<file path="config.mk">
export PLATFORM = sky130hd
export DESIGN_NAME = link_partner_ability_capture
export DESIGN_NICKNAME = d
export VERILOG_FILES = /design/src/hdl/lpa_pkg.sv /design/src/hdl/lpa_capture.sv /design/src/hdl/lpa_read_port.sv /design/src/hdl/link_partner_ability_capture.sv
export VERILOG_INCLUDE_DIRS = /design/src /design/src/hdl
export SDC_FILE = /design/constraint.sdc
export NUM_CORES = 1
export LEC_CHECK = 0
export BUFFER_PORTS_ARGS = -buffer_cell sky130_fd_sc_hd__buf_2
export CORE_MARGIN = 5
export CORE_UTILIZATION = 37
export CTS_CLUSTER_DIAMETER = 50
export DETAILED_ROUTE_END_ITERATION = 6
export GPL_TIMING_DRIVEN = 0
export PLACE_DENSITY = 0.7
export SKIP_CTS_REPAIR_TIMING = 1
export SYNTH_ARGS = -nofsm -noshare
export SYNTH_HDL_FRONTEND = slang
export SYNTH_SLANG_ARGS = --single-unit
</file>
<file path="constraint.sdc">
create_clock -name i_ref_clk -period 1.7 [get_ports i_ref_clk]
set_clock_uncertainty 0.15 [all_clocks]
set_input_delay 0.255 -clock i_ref_clk [delete_from_list [all_inputs] [get_ports i_ref_clk]]
set_output_delay 0.255 -clock i_ref_clk [all_outputs]
set_load 0.05 [all_outputs]
</file>
<file path="src/hdl/lpa_consts.svh">
// Offsets, field positions and reset values of the partner ability block.
// Included by the package and the bench; definitions only.
`ifndef LPA_CONSTS_SVH
`define LPA_CONSTS_SVH

// Register addresses (5-bit management space)
`define LPA_ADDR_ABILITY 5'h05
`define LPA_ADDR_CTRL 5'h10
`define LPA_ADDR_STATUS 5'h11

// Base-page field positions
`define LPA_BIT_NEXT_PAGE 15
`define LPA_BIT_ACK 14
`define LPA_BIT_REMOTE_FAULT 13
`define LPA_BIT_RESERVED 12
`define LPA_BIT_ASYM_PAUSE 11
`define LPA_BIT_PAUSE 10
`define LPA_BIT_FAST_FOUR_PAIR 9
`define LPA_BIT_FAST_FULL_DUPLEX 8
`define LPA_BIT_FAST_HALF_DUPLEX 7
`define LPA_BIT_SLOW_FULL_DUPLEX 6
`define LPA_BIT_SLOW_HALF_DUPLEX 5
`define LPA_SELECTOR_MSB 4

// Base page keeps every bit except the reserved one
`define LPA_BASE_KEEP 16'hefff
`define LPA_NEXT_KEEP 16'hffff
`define LPA_WORD_RESET 16'h0000

// Control register: bit 0 enables the next-page view
`define LPA_CTRL_NP_EN_BIT 0
`define LPA_CTRL_RESET 1'h1

`endif

</file>
<file path="src/hdl/lpa_pkg.sv">
// Types shared by the partner ability block.
// Assumes lpa_consts.svh on the include path.
`include "lpa_consts.svh"

package lpa_pkg;
  typedef logic [15:0] word_t;
  typedef logic [4:0] addr_t;
  typedef logic [7:0] count_t;

  // Which view the ability address presents
  typedef enum logic [2:0] {
    ST_IDLE = 3'b001,
    ST_BASE = 3'b010,
    ST_NEXT = 3'b100
  } view_state_e;
endpackage : lpa_pkg

</file>
<file path="src/hdl/lpa_capture.sv">
// Holding register for one received page word.
// Assumes load and clear come from logic on the same clock.
`timescale 1ns/1ps

module lpa_capture #(
  parameter logic [15:0] KEEP = 16'hffff
) (
  // Clock and reset
  input wire logic i_ref_clk,
  input wire logic i_rst_b,
  // Control
  input wire logic i_load,
  input wire logic i_clear,
  // Data
  input wire lpa_pkg::word_t i_data,
  output lpa_pkg::word_t o_q
);
  import lpa_pkg::*;

  // Clear beats load so a restart never keeps a stale page
  always_ff @(posedge i_ref_clk or negedge i_rst_b) begin
    if (!i_rst_b) begin
      o_q <= `LPA_WORD_RESET;
    end else if (i_clear) begin
      o_q <= `LPA_WORD_RESET;
    end else if (i_load) begin
      o_q <= i_data & KEEP;
    end
  end
endmodule : lpa_capture

</file>
<file path="src/hdl/lpa_read_port.sv">
// Read side of the management port: decode and registered read data.
// Assumes one-cycle read strobes from a master on the same clock.
`timescale 1ns/1ps

module lpa_read_port (
  // Clock and reset
  input wire logic i_ref_clk,
  input wire logic i_rst_b,
  // Request
  input wire lpa_pkg::addr_t i_addr,
  input wire logic i_rd,
  // Register contents
  input wire lpa_pkg::word_t i_ability,
  input wire lpa_pkg::word_t i_ctrl,
  input wire lpa_pkg::word_t i_status,
  // Answer
  output lpa_pkg::word_t o_rdata,
  output logic o_rd_valid
);
  import lpa_pkg::*;

  word_t sel_nxt;

  always_comb begin
    case (i_addr)
      `LPA_ADDR_ABILITY: sel_nxt = i_ability;
      `LPA_ADDR_CTRL: sel_nxt = i_ctrl;
      `LPA_ADDR_STATUS: sel_nxt = i_status;
      default: sel_nxt = `LPA_WORD_RESET;
    endcase
  end

  // Data stand only in the cycle after the strobe
  always_ff @(posedge i_ref_clk or negedge i_rst_b) begin
    if (!i_rst_b) begin
      o_rdata <= `LPA_WORD_RESET;
      o_rd_valid <= 1'b0;
    end else begin
      o_rdata <= i_rd ? sel_nxt : `LPA_WORD_RESET;
      o_rd_valid <= i_rd;
    end
  end
endmodule : lpa_read_port

</file>
<file path="src/hdl/link_partner_ability_capture.sv">
// Link partner ability register with base-page and next-page views.
// Assumes page words and negotiation status come from the negotiation
// logic on i_ref_clk, and a simple one-cycle register port.
//
// How it works
// - Address 0x05 returns the ability word received from the partner.
// - With next pages on, a next page after negotiation replaces the view.
// - Base bit 15 shows the partner's next page request; resets 0.
// - Base bit 14 shows partner acknowledge, set only by negotiation.
// - Base bit 13 shows partner remote fault; resets 0.
// - Base bit 12 is reserved and always reads 0.
// - Base bit 11 shows partner asymmetric pause; resets 0.
// - Base bit 10 shows partner symmetric pause; resets 0.
// - Base bit 9 shows partner four-pair fast capability; resets 0.
// - Base bit 8 shows partner fast full duplex; resets 0.
// - Base bit 7 shows partner fast half duplex; resets 0.
// - Base bit 6 shows partner slow full duplex; resets 0.
// - Base bit 5 shows partner slow half duplex; resets 0.
// - Bits 4:0 hold the partner selector as received; reset zero.
// - Next view bits 15 and 14 show request and acknowledge.
// - Next view bit 13 is message page, bit 12 comply ability.
// - Next view bit 11 is toggle, bits 10:0 page code.
//
// Added by the designer: the strobed register port.
`timescale 1ns/1ps

module link_partner_ability_capture (
  // Clock and reset
  input wire logic i_ref_clk,
  input wire logic i_rst_b,
  // Register port
  input wire lpa_pkg::addr_t i_addr,
  input wire lpa_pkg::word_t i_wdata,
  input wire logic i_wr,
  input wire logic i_rd,
  output lpa_pkg::word_t o_rdata,
  output logic o_rd_valid,
  // From the negotiation logic
  input wire logic i_page_valid,
  input wire logic i_page_next,
  input wire lpa_pkg::word_t i_page_word,
  input wire logic i_an_complete,
  input wire logic i_an_restart,
  // Current view for other logic
  output lpa_pkg::word_t o_lp_word,
  output logic o_next_view
);
  import lpa_pkg::*;

  view_state_e state_r;
  view_state_e state_nxt;
  word_t base_q;
  word_t next_q;
  word_t link_partner_ability_reg_r;
  word_t ctrl_word;
  word_t status_word;
  logic np_en_r;
  logic base_seen_r;
  count_t page_cnt_r;
  logic base_load;
  logic next_load;
  logic any_load;

  // Pages from the partner
  assign base_load = i_page_valid && !i_page_next && !i_an_restart;
  // Next pages count only once negotiation has succeeded
  assign next_load = i_page_valid && i_page_next && !i_an_restart && np_en_r
    && i_an_complete && (state_r != ST_IDLE);
  assign any_load = base_load || next_load;

  // View selection
  always_comb begin
    case (state_r)
      ST_IDLE: state_nxt = base_load ? ST_BASE : ST_IDLE;
      ST_BASE: state_nxt = next_load ? ST_NEXT : ST_BASE;
      ST_NEXT: state_nxt = base_load ? ST_BASE : ST_NEXT;
      default: state_nxt = ST_IDLE;
    endcase
    if (i_an_restart) begin
      state_nxt = ST_IDLE;
    end
  end

  always_ff @(posedge i_ref_clk or negedge i_rst_b) begin
    if (!i_rst_b) begin
      state_r <= ST_IDLE;
    end else begin
      state_r <= state_nxt;
    end
  end

  // Reserved bit 12 is masked off at capture
  lpa_capture #(
    .KEEP(`LPA_BASE_KEEP)
  ) u_base (
    .i_ref_clk(i_ref_clk),
    .i_rst_b(i_rst_b),
    .i_load(base_load),
    .i_clear(i_an_restart),
    .i_data(i_page_word),
    .o_q(base_q)
  );

  // Next page keeps every field as received
  lpa_capture #(
    .KEEP(`LPA_NEXT_KEEP)
  ) u_next (
    .i_ref_clk(i_ref_clk),
    .i_rst_b(i_rst_b),
    .i_load(next_load),
    .i_clear(i_an_restart),
    .i_data(i_page_word),
    .o_q(next_q)
  );

  // One register stage so the view output comes from a flop
  always_ff @(posedge i_ref_clk or negedge i_rst_b) begin
    if (!i_rst_b) begin
      link_partner_ability_reg_r <= `LPA_WORD_RESET;
    end else begin
      case (state_r)
        ST_BASE: link_partner_ability_reg_r <= base_q;
        ST_NEXT: link_partner_ability_reg_r <= next_q;
        default: link_partner_ability_reg_r <= `LPA_WORD_RESET;
      endcase
    end
  end

  assign o_lp_word = link_partner_ability_reg_r;

  always_ff @(posedge i_ref_clk or negedge i_rst_b) begin
    if (!i_rst_b) begin
      o_next_view <= 1'b0;
    end else begin
      o_next_view <= (state_nxt == ST_NEXT);
    end
  end

  // Control: the only writable register; writes to 0x05 fall through
  always_ff @(posedge i_ref_clk or negedge i_rst_b) begin
    if (!i_rst_b) begin
      np_en_r <= `LPA_CTRL_RESET;
    end else if (i_wr && i_addr == `LPA_ADDR_CTRL) begin
      np_en_r <= i_wdata[`LPA_CTRL_NP_EN_BIT];
    end
  end

  // Status: base page seen and count of next pages, wraps at 255
  always_ff @(posedge i_ref_clk or negedge i_rst_b) begin
    if (!i_rst_b) begin
      base_seen_r <= 1'b0;
      page_cnt_r <= 8'h00;
    end else if (i_an_restart) begin
      base_seen_r <= 1'b0;
      page_cnt_r <= 8'h00;
    end else begin
      if (base_load) begin
        base_seen_r <= 1'b1;
        page_cnt_r <= 8'h00;
      end else if (next_load) begin
        page_cnt_r <= 8'(page_cnt_r + 8'h01);
      end
    end
  end

  assign ctrl_word = {15'h0000, np_en_r};
  assign status_word = {page_cnt_r, 6'h00, o_next_view, base_seen_r};

  lpa_read_port u_read (
    .i_ref_clk(i_ref_clk),
    .i_rst_b(i_rst_b),
    .i_addr(i_addr),
    .i_rd(i_rd),
    .i_ability(link_partner_ability_reg_r),
    .i_ctrl(ctrl_word),
    .i_status(status_word),
    .o_rdata(o_rdata),
    .o_rd_valid(o_rd_valid)
  );
endmodule : link_partner_ability_capture

</file>
==> flow_results.org, run 1 <==
** Logic synthesis
- Number of distinct library cells after synthesis :: between 40 and 50
- Summing the areas of all and, or, nand and nor instances in the mapped netlist gives between 10% and 20% of the synthesized area.
- Syn_nets :: approximately 330
- Multiplexer fraction of the synthesized cell area :: 1.34%
- The synthesized design spends more area on one cell type than any other, namely sky130_fd_sc_hd__dfrtp_1.
- Cell with the most instances after synthesis :: sky130_fd_sc_hd__dfrtp_1
- Number of flip-flops and latches in the synthesized netlist :: a little under 80
- The most used flip-flop cell after synthesis is sky130_fd_sc_hd__dfrtp_1.
- The top cell type by area accounts for between 50 and 60% of the synthesized area.
- Syn Area/Cell :: between 10 and 15 um^2
- Number of synthesized flops with an enable pin :: 0
- Sequential elements use 61.6% of the synthesized area.
- Synth Cell Area :: about 3200 um^2
- In the synthesized netlist, the number of instances is roughly 280.
- Top cells by instance count after synthesis :: 76 x sky130_fd_sc_hd__dfrtp_1, 33 x sky130_fd_sc_hd__nor2_1, 25 x sky130_fd_sc_hd__a22oi_1, 25 x sky130_fd_sc_hd__nand2_1, 17 x sky130_fd_sc_hd__nand2b_1
- Compound-cell area share of the yosys netlist :: between 10% and 20%
- After Yosys synthesis, XOR and XNOR cells account for less than 1% of the synthesized area.
- Combinational family with the most area after synthesis :: simple AND/OR/NAND/NOR gates
- Area contributors post-synth :: sky130_fd_sc_hd__dfrtp_1 60%, sky130_fd_sc_hd__a22oi_1 5.9%, sky130_fd_sc_hd__a22o_1 4.1%
- During synthesis, Yosys emitted a total of 0 warnings.
- Adder-Cell Fraction of Synth Area :: less than 1%
- After synthesis, the share of flip-flops with an asynchronous set or reset is 100%.

** Power and ir drop
- Switching share of power :: 21.7%
- Pwr Density :: 954 nW/um^2
- In this run the power spent charging and discharging nets is ~830 uW.
- Internal power :: between 3 and 4 mW
- Worst voltage drop across the vdd grid :: approximately 0.47 mV
- Reported leakage power :: a little under 2 nW
- Fraction of power consumed by combinational cells :: between 6 and 7%
- Share of total power in sequential cells :: 49.7%
- The clock network accounts for approximately 44% of the total power.

** Clock network
- The clock net in this run drives a total of slightly below 80 sinks.
- The H-tree was split into 3 levels.
- Clock insertion delay at the later pin of the skew report :: approximately 0.35 ns
- CTS tree :: done
- Root cell of the clock tree :: sky130_fd_sc_hd__clkbuf_8
- Clock tree buffer depth :: 2
- Counting the buffers created by CTS gives 9.
- Reg clk slew, reported paths :: around 0.080 ns

** Placed design
- Placed wire-length estimate :: 5180 um
- At the end of routability-driven placement, the weighted congestion stood at about 0.83.
- Count of input and output buffers :: just over 60

** Detailed routing
- Post-route antenna net violation count :: 0
- The final layout contains routed wiring with a total length of roughly 7500 um.
- In the routed design, unresolved DRC markers number 0.
- For this block, the initial DRC count from the detailed router was around 160.
- The first detailed-routing pass took 4 iterations.
- Average wire per standard cell :: around 16 um
- Vias after detailed routing :: ~2,400
- Per-cell via count in the routed design :: 5.06

** Run
- The tool flagged a number of max-cap violations equal to 0.

** Cells and area
- In the final design database the tool counted between 400 and 500 nets.
- Area Growth Syn to Fin :: 26.7%
- The repair_antennas step left the layout with diodes totalling 0.
- Number of fill cells :: 761
- Layout cell share with drive strength beyond 1 :: around 28%

** Worst setup path
- Dominant delay contributor by cell family on the critical path :: simple AND/OR/NAND/NOR gates
- Data arrives at the worst endpoint at approximately 1.9 ns.
- On the worst path, the slowest cell contributes a delay of 0.56 ns.
- Series of cell instances along the critical path :: nand3_4 -> or4_4 -> nor4_4 -> o21bai_1
- The setup check on the worst reg-to-reg path leaves a slack of -0.05 ns.
- Sort of element at the end of the critical path :: flop
- Counting both buffers and inverters, the worst setup path holds a total of 0.
- Of all nets on the critical path, the largest fanout is 6.
- The critical path is of the flop to flop type.
- STA puts the critical path data required time at around 1.8 ns.
- STA classifies the critical path startpoint as a flop.
- Crit path max-delay cell type :: sky130_fd_sc_hd__dfstp_2

** Status
- The final reports fail on negative hold slack, negative setup slack.
- Status :: finished, violations left

** Timing
- Number of hold violations in the final report :: 9
- Final worst hold slack :: -0.0141 ns
- For this run, the top clock speed supported by timing is 0.573 GHz.
- The max-slew violation count was 0.
- Setup slack on the critical path of the routed design comes to -0.0457 ns.
- Post-layout minimum cycle time :: approximately 1.7 ns
- In the final timing run, aggregate negative setup slack is -0.0457 ns.
- Tightest slew margin relative to the limit :: 59.1%
- Ratio of final minimum period to clock period :: 103%
- Setup violations remaining at the end of the flow were counted as 1.
- Unrepaired setup endpoints after global routing :: true
- For the pin with the worst max-slew slack, the measured transition is 0.611 ns.

** Floorplan
- The region available for standard cell placement spans around 8300 um^2.
- I/O pin count :: just under 80
- In this run the horizontal extent of the chip is just over 100 um.
- DIE AREA :: ~11,000 um^2
- From bottom edge to top edge, the die measures approximately 100 um.
- Once the floorplan was initialized, standard cells occupied about two fifths of the core.
- Site row count :: 33

** Min path
- The tightest min-delay check is of the input port to flop type.

** GRT
- Maximum number of pins on one net before global-route repair :: 76
- The first global-routing pass estimated roughly 12,000 um of wire.
- Global routing used roughly 15% of the available tracks.
- The number of global-route vias before repair is roughly 2,400.
- The number of antenna violations at the first check in global routing is 0.
- Remaining global-route overflow :: 0
==> power groups by stage <==
stage	registers, mW	clock network (mW)	logic (mW)
final	1.91	1.69	0.237
after global routing	1.91	1.78	0.266
after CTS	1.90	1.70	0.223
after detailed placement	1.94	0	0.221
after global placement	1.94	0	0.207
after floorplan	1.94	0	0.0941
==> final timing paths <==
check / from / to / cells past startpoint
setup / recovery: np_en_r$_DFFE_PN1P_ / page_cnt_r[7]$_DFFE_PN0P_ / 4
hold / removal: i_page_word[2] / u_next.o_q[2]$_DFFE_PN0P_ / 3
setup reg to reg: np_en_r$_DFFE_PN1P_ / page_cnt_r[7]$_DFFE_PN0P_ / 4
hold reg to reg: u_base.o_q[8]$_DFFE_PN0P_ / u_base.o_q[8]$_DFFE_PN0P_ / 1
max in group asynchronous: i_rst_b / state_r[0]$_DFF_PN1_ / 3
min in group asynchronous: i_rst_b / u_read.o_rdata[11]$_DFF_PN0_ / 2
==> worst min-delay path, cell delays in order <==
cell and delay (ns):
sky130_fd_sc_hd__buf_2 0.09, sky130_fd_sc_hd__nand2_1 0.04, sky130_fd_sc_hd__o21ai_0 0.06
==> routing by layer <==
layer	global-route usage (%)	vias to the layer above	wire length, um
met1	20.2	1151	3310
met4	5.75	0	106
li1	-	1150	-
met5	0	-	0
met2	23.3	72	3470
met3	3.65	10	592
==> logic make-up after synthesis <==
family / count (synthesis)
and+or+nand+nor: 110
DFF: 78
AOI/OAI and AO/OA: 68
buffers and inverters: 16
muxes: 4
xor gates and xnor gates: 2
adders and majority gates: 1
==> flip-flops by register name, indices dropped and copies added (netlist names) <==
name               count
o_lp_word             16
u_next.o_q            16
u_read.o_rdata        16
u_base.o_q            15
page_cnt_r             8
state_r                3
base_seen_r            1
np_en_r                1
o_next_view            1
u_read.o_rd_valid      1
==> cell type report <==
type / count / area [um^2] / area share, %
clock buffer: 11 / 141 / 3.52
tap: 105 / 131 / 3.27
buffer: 16 / 93.8 / 2.33
sequential: 78 / 1950 / 48.6
timing repair buffer: 71 / 418 / 10.4
clock inverter: 5 / 106 / 2.65
multi-input combinational: 185 / 1170 / 29.2
==> layout by cell type, fill, tap and decap left out, types with 2 or more instances in the layout <==
master / instances
sky130_fd_sc_hd__dlygate4sd3_1: 7
sky130_fd_sc_hd__or3_1: 2
sky130_fd_sc_hd__and3_1: 6
sky130_fd_sc_hd__nand2_1: 25
sky130_fd_sc_hd__a22o_1: 15
sky130_fd_sc_hd__buf_2: 63
sky130_fd_sc_hd__o21ai_1: 5
sky130_fd_sc_hd__dfrtp_1: 76
sky130_fd_sc_hd__nor3b_4: 2
sky130_fd_sc_hd__a21oi_1: 2
sky130_fd_sc_hd__buf_6: 2
sky130_fd_sc_hd__nand3_1: 5
sky130_fd_sc_hd__clkbuf_1: 6
sky130_fd_sc_hd__nand2b_1: 17
sky130_fd_sc_hd__buf_4: 4
sky130_fd_sc_hd__mux2_2: 2
sky130_fd_sc_hd__mux2i_1: 2
sky130_fd_sc_hd__nor2_1: 33
sky130_fd_sc_hd__a22oi_1: 25
sky130_fd_sc_hd__nor2b_1: 5
sky130_fd_sc_hd__dfstp_2: 2
sky130_fd_sc_hd__bufinv_16: 3
sky130_fd_sc_hd__o31ai_1: 2
sky130_fd_sc_hd__nor3_1: 3
sky130_fd_sc_hd__o21bai_1: 2
sky130_fd_sc_hd__clkbuf_2: 4
sky130_fd_sc_hd__clkbuf_8: 10
sky130_fd_sc_hd__o21ai_0: 14
==> metrics by stage <==
stage	setup WS [ns]	std cells	cell area, um^2	total power [mW]	utilization, %
final	-0.0457	471	4020	3.83	48.4
after global routing	-0.113	471	4020	3.96	48.4
after CTS	-0.277	463	3890	3.83	46.9
after detailed placement	-0.237	447	3640	2.16	43.9
after global placement	-0.260	446	3610	2.15	43.5
after floorplan	0.0671	279	3170	2.04	-
Power figures use the tool's default switching activity.
==> inputs of run 2 (changes only) <==
BUFFER_PORTS_ARGS = not set   (was -buffer_cell sky130_fd_sc_hd__buf_2)
DONT_BUFFER_PORTS = 1   (was not set)
PLACE_DENSITY = 0.62   (was 0.7)
SETUP_SLACK_MARGIN = 0.02   (was not set)
==> run 2 against run 1 <==
Against the previous run: the run ends with negative hold slack left; register-to-register slack better by 0.07 ns; global-route usage down 0.089 points; die area unchanged; setup slack better by 0.069 ns; count of clock-buffer cells in the layout down 1; hold slack worse by 0.54 ns; largest power group unchanged.
==> flow_results.org, run 2 (synthesis results as in run 1) <==
** GRT
- Maximum number of pins on one net before global-route repair :: slightly below 80
- Summed over all layers, the global routing overflow is 0.
- The number of antenna violations at the first check in global routing came to 0.
- The number of global-route vias before repair is ~2,200.
- Total global routing track utilization :: between 10% and 20%
- The first global-routing pass estimated 11,800 um of wire.

** Detailed routing
- The detailed router placed around 2,300 vias in this run.
- Wire segments on met2 add up to between 3000 and 4000 um in the final route.
- Post-route antenna net violation count :: 0
- For this block, wires on met1 add up to between 3000 and 4000 um.
- Total detailed-routing wirelength :: 7800 um
- Summed over all nets, wire length on met3 after detailed routing comes to 484 um.
- The detailed router used layers up to and including met4.
- Per-cell via count in the routed design :: 5.26
- Detailed-router iteration count before antenna repair :: 4
- Average wire per standard cell :: approximately 18 um
- DRT iter0 DRCs :: 96
- # DRC :: 0

** Clock network
- The tree is rooted in a sky130_fd_sc_hd__clkbuf_8.
- CTS tree :: done
- The clock passes through at most 2 buffers.
- CTS sink count :: between 70 and 80
- H-tree levels :: 3
- After clock tree synthesis, the clock-pin slew on the worst setup and hold paths is 0.08 ns.
- Clock insertion delay at the later pin of the skew report :: approximately 0.34 ns
- Number of buffers inserted during clock tree synthesis :: 9

** Cells and area
- Commonest cells after routing, fill and taps aside :: 76 x sky130_fd_sc_hd__dfrtp_1, 33 x sky130_fd_sc_hd__nor2_1, 25 x sky130_fd_sc_hd__a22oi_1
- Utilization after layout :: between 40% and 50%
- Summing all flip-flop and latch instances after layout gives approximately 2000 um^2.
- Commonest non-fill, non-tap cell in the layout :: sky130_fd_sc_hd__dfrtp_1
- Summing all multi-input logic gate instances after layout gives between 1000 and 1500 um^2.
- The repair_antennas step left the layout with diodes totalling 0.
- Net count, final :: about 370
- The area growth from synthesis to layout is 23.0%.
- Number of fill cells :: between 700 and 800
- Layout cell share with drive strength beyond 1 :: 20.0%

** Power and ir drop
- Power consumption :: about 3.4 mW
- The analysis attributes to cell leakage a power of approximately 1.7 nW.
- Power spread over the standard cell area amounts to 880 nW/um^2.
- Worst voltage drop across the vdd grid :: between 0.4 and 0.5 mV

** Floorplan
- DIE AREA :: 10,500 um^2
- The die is roughly 100 um tall.
- Initial core utilization :: approximately two fifths
- During I/O placement, the number of pins put on the boundary was just under 80.
- Die Span X :: slightly above 100 um
- Site row count :: 33
- The core region is between 8000 and 9000 um^2.

** Placed design
- The congestion estimate from routability-driven global placement came to about 0.72.
- The HPWL after detailed placement is ~5300 um.
- The count of buffers added on input and output ports is 0.

** Timing
- In this run the tightest slew margin relative to its limit is between 50% and 60%.
- Of the available clock period, the critical path in the final layout requires between 90% and 100%.
- Number of hold violations in the final report :: ~80
- FMAX :: 0.596 GHz
- The tightest hold path in the finished design has a slack of -0.554 ns.
- Setup violations remaining at the end of the flow were counted as 0.
- Final-report max-slew violation count :: 0
- Unrepaired setup endpoints after global routing :: true
- Final-layout setup total negative slack :: 0 ns
- The clock period could shrink to approximately 1.7 ns.
- Worst Tran Pin Value :: approximately 0.64 ns

** Min path
- Worst hold path type :: input port to async pin

** Status
- The checks that failed: negative hold slack.
- Status :: finished, violations left

** Worst setup path
- In this run the worst path has a maximum fanout of 5.
- Setup Crit Path Kind :: flop to flop
- Arrival @ worst endpoint :: approximately 1.8 ns
- Data required time at the worst endpoint :: 1.83 ns
- The worst setup path is captured at a flop.
- STA classifies the critical path startpoint as a flop.

** Run
- Max-cap check violation count :: 0
## run 2: cell type report
type	instances	area share (%)
Sequential cell	78	50.1
Multi-Input combinational cell	185	31.1
Timing Repair Buffer	30	7.64
Tap cell	105	3.37
Clock buffer	10	3.27
Buffer	16	2.89
Clock inverter	6	1.60
## run 2: path summary, 6_finish.rpt
kind / from / endpoint / slack [ns] / depth (start not counted)
worst max-delay path: state_r[0]$_DFF_PN1_ / u_next.o_q[14]$_DFFE_PN0P_ / 0.02 / 6
worst min-delay path: i_rst_b / u_base.o_q[6]$_DFFE_PN0P_ / -0.55 / 0
worst max register to register: state_r[0]$_DFF_PN1_ / u_next.o_q[14]$_DFFE_PN0P_ / 0.02 / 6
worst min register to register: u_base.o_q[1]$_DFFE_PN0P_ / u_base.o_q[1]$_DFFE_PN0P_ / 0.36 / 1
max in group asynchronous: i_rst_b / np_en_r$_DFFE_PN1P_ / 1.74 / 0
min in group i_ref_clk: i_addr[3] / u_read.o_rdata[0]$_DFF_PN0_ / 0.04 / 3
## run 2: metrics by stage
step	instances	setup WS (ns)	area, um^2
6_report	430	0.0235	3900
5_1_grt	430	-0.0491	3900
4_1_cts	400	-0.268	3490
3_5_place_dp	384	-0.252	3300
3_3_place_gp	384	-0.328	3300
2_1_floorplan	279	0.0671	3170
## run 2: per-layer routing
| layer | global-route usage, % | vias to the layer above |
|---|---|---|
| met5 | 0 | - |
| met1 | 19.9 | 1134 |
| met4 | 3.94 | 0 |
| met2 | 22.4 | 62 |
| met3 | 6.09 | 2 |
| li1 | - | 1064 |
## run 2: worst max-delay path: stages (launching register included)
cell and delay, ns:
sky130_fd_sc_hd__dfstp_2 0.55, sky130_fd_sc_hd__nor3b_4 0.35, sky130_fd_sc_hd__nor3_4 0.12, sky130_fd_sc_hd__buf_6 0.14, sky130_fd_sc_hd__buf_6 0.11, sky130_fd_sc_hd__buf_6 0.11
sky130_fd_sc_hd__o21ai_2 0.09
## run 2: report_power, final
group	switching [mW]	total, mW	internal, mW	leakage, nW
registers	0.0277	1.91	1.89	1.07
logic	0.0896	0.186	0.0959	0.560
clock network	0.658	1.33	0.673	0.0883
total	0.775	3.43	2.65	1.72
==> inputs of run 3 (changes only) <==
CTS_CLUSTER_SIZE = 14   (was not set)
PLACE_DENSITY = not set   (was 0.62)
==> run 3 against run 2 <==
Against the previous run: the run ends with negative hold slack, negative setup slack left; flip-flop and latch count is the same; global-route usage down 0.079 points; power increased by 0.61%; sequential share of layout area is 1.8 points higher; die area unchanged; critical path type unchanged; largest cell class unchanged; largest power group unchanged; highest routed layer unchanged.
==> flow_results.org, run 3 (synthesis results as in run 1) <==
** Detailed routing
- Post-route antenna net violation count :: 0
- Vias after detailed routing :: about 2,200
- After detailed routing, the number of remaining DRC violations is 0.
- The first TritonRoute pass finished after 4 iterations.
- Per-cell via count in the routed design :: about 5.1
- For this block, the routed nets add up to ~7500 um of wire.
- For this block, the initial DRC count from the detailed router was ~80.
- Average wire per standard cell :: roughly 18 um

** Cells and area
- Area taken by flip-flops and latches :: about 2000 um^2
- The library cell used most frequently in the layout, excluding fill and tap cells, is sky130_fd_sc_hd__dfrtp_1.
- Area Growth Syn to Fin :: 18.8%
- Diodes inserted :: 0
- Measured on the finished design, the core utilization comes to between 40% and 50%.
- Net count, final :: 358
- Commonest cells after routing, fill and taps aside :: 76 x sky130_fd_sc_hd__dfrtp_1, 33 x sky130_fd_sc_hd__nor2_1, 25 x sky130_fd_sc_hd__a22oi_1, 25 x sky130_fd_sc_hd__nand2_1, 19 x sky130_fd_sc_hd__dlygate4sd3_1
- Counting the fill cells in the layout gives between 700 and 800.
- Summing all multi-input logic gate instances after layout gives ~1200 um^2.
- Of the cells placed in the final design, the portion with a size suffix greater than 1 is between 10% and 20%.

** GRT
- Entering global routing, the biggest net connects between 70 and 80 pins.
- Total global routing track utilization :: 14.8%
- Antenna violations before repair :: 0
- The number of global-route vias before repair was about 2,200.
- First-pass GRT wire length :: roughly 12,000 um
- Global routing finished with a remaining overflow of 0.

** Placed design
- Final Wtd Congestion :: around 0.81
- Summed over all nets, the half-perimeter wirelength after detailed placement is 5120 um.
- Worst slack, placed :: -0.232 ns
- Count of input and output buffers :: 0

** Status
- The flow ran to the end, but the final reports show violations.
- The checks that failed: negative hold slack, negative setup slack.

** Min path
- In this run the worst hold path is classified as input port to async pin.

** Worst setup path
- Arrival @ worst endpoint :: ~1.9 ns
- Type of origin of the critical path :: flop
- Data required time at the worst endpoint :: ~1.8 ns
- The critical path in this run is classified as flop to flop.
- Sort of element at the end of the critical path :: flop
- In this run the worst path has a maximum fanout of 6.

** Clock network
- Clock-pin slew was measured on the worst setup and hold paths at roughly 0.08 ns.
- CTS tree :: done
- Counting the buffers created by CTS gives 9.
- Clock insertion delay at the later pin of the skew report :: 0.34 ns
- CTS sink count :: 78
- The H-tree was split into 3 levels.
- Clock tree buffer depth :: 2
- Root cell of the clock tree :: sky130_fd_sc_hd__clkbuf_8

** Timing
- Setup violations remaining at the end of the flow were counted as 1.
- Unrepaired setup endpoints after global routing :: true
- The max-slew violation count came to 0.
- Tightest slew margin relative to the limit :: between 50% and 60%
- Final worst hold slack :: -0.554 ns
- FMAX :: 0.579 GHz
- For the pin with the worst max-slew slack, the measured transition is about 0.69 ns.
- Ratio of final minimum period to clock period :: 102%
- Post-layout minimum cycle time :: 1.73 ns
- After layout, the worst setup slack is -0.0260 ns.
- Number of hold violations in the final report :: 79

** Floorplan
- Once the floorplan was initialized, standard cells occupied a little under two fifths of the core.
- After floorplanning, the core was divided into 33 placement rows.
- DIE AREA :: 10,500 um^2
- between 70 and 80 I/O pins were placed.
- CORE AREA :: ~8300 um^2
- In this run the horizontal extent of the chip is between 100 and 150 um.
- The die is around 100 um tall.

** Run
- Across the run, the number of max-cap violations was 0.

** Power and ir drop
- Per report_power, the sequential group accounts for between 50% and 60% of the total.
- For this design the total switching power over the nets is about 800 uW.
- The design draws 3.45 mW.
- For this design the static power due to leakage is approximately 1.7 nW.
- For this design the ratio of total power to cell area is 916 nW/um^2.
- Fraction of power consumed by combinational cells :: 5.1%
- Switching share of power :: between 20 and 25%
- Clock share of power :: approximately two fifths
- Internal power :: approximately 2.7 mW
- Worst voltage drop across the vdd grid :: about 0.37 mV
[run 3: cell types whose count changed in the layout (fill, tap and decap cells not counted), sizes merged]
cell         change
buf              -5
clkbuf           -1
clkinv           +3
clkinvlp         -3
dlygate4sd3      -2
[run 3: path summary, 6_finish.rpt]
| kind | cells after the start | slack [ns] | end | start |
|---|---|---|---|---|
| worst max-delay path | 4 | -0.03 | page_cnt_r[7]$_DFFE_PN0P_ | np_en_r$_DFFE_PN1P_ |
| max in group asynchronous | 0 | 1.75 | state_r[0]$_DFF_PN1_ | i_rst_b |
| min in group i_ref_clk | 3 | -0.03 | base_seen_r$_DFFE_PN0P_ | i_page_next |
| worst max register to register | 4 | -0.03 | page_cnt_r[7]$_DFFE_PN0P_ | np_en_r$_DFFE_PN1P_ |
| worst min-delay path | 0 | -0.55 | u_read.o_rdata[2]$_DFF_PN0_ | i_rst_b |
| worst min register to register | 1 | 0.36 | u_base.o_q[4]$_DFFE_PN0P_ | u_base.o_q[4]$_DFFE_PN0P_ |
[run 3: cell type report]
type,instances,share of cell area (%)
tap,105,3.49
timing repair buffer,22,5.65
buffer,16,2.62
clock inverter,6,1.66
sequential,78,51.9
multi-input combinational,185,31.3
clock buffer,10,3.39
[run 3: stage by stage]
stage | cell area, um^2 | TNS, ns | std cells
floorplan | 3170 | 0 | 279
global placement | 3300 | -5.83 | 384
detailed placement | 3300 | -5.46 | 384
CTS | 3490 | -5.08 | 400
global route | 3770 | -0.109 | 422
finish | 3770 | -0.0260 | 422
[run 3: metal layers]
layer / global-route usage, % / part of all wire, % / wire length [um]
met1: 21.0 / 48 / 3570
met2: 20.9 / 44 / 3310
met3: 5.01 / 6.6 / 491
met4: 5.75 / 1.4 / 101
met5: 0 / 0 / 0
[run 3: critical path, stage by stage (launching register included)]
cell                       delay, ns
sky130_fd_sc_hd__dfstp_2        0.57
sky130_fd_sc_hd__nand3_4        0.12
sky130_fd_sc_hd__or4_4          0.48
sky130_fd_sc_hd__nor4_4         0.21
sky130_fd_sc_hd__o21bai_1       0.13
[run 3: power groups by stage]
stage / Clock, mW / Sequential [mW] / Combinational (mW)
after floorplan: 0 / 1.94 / 0.0941
after global placement: 0 / 1.95 / 0.120
after detailed placement: 0 / 1.95 / 0.122
after CTS: 1.38 / 1.91 / 0.122
after global routing: 1.45 / 1.92 / 0.191
final: 1.36 / 1.91 / 0.176
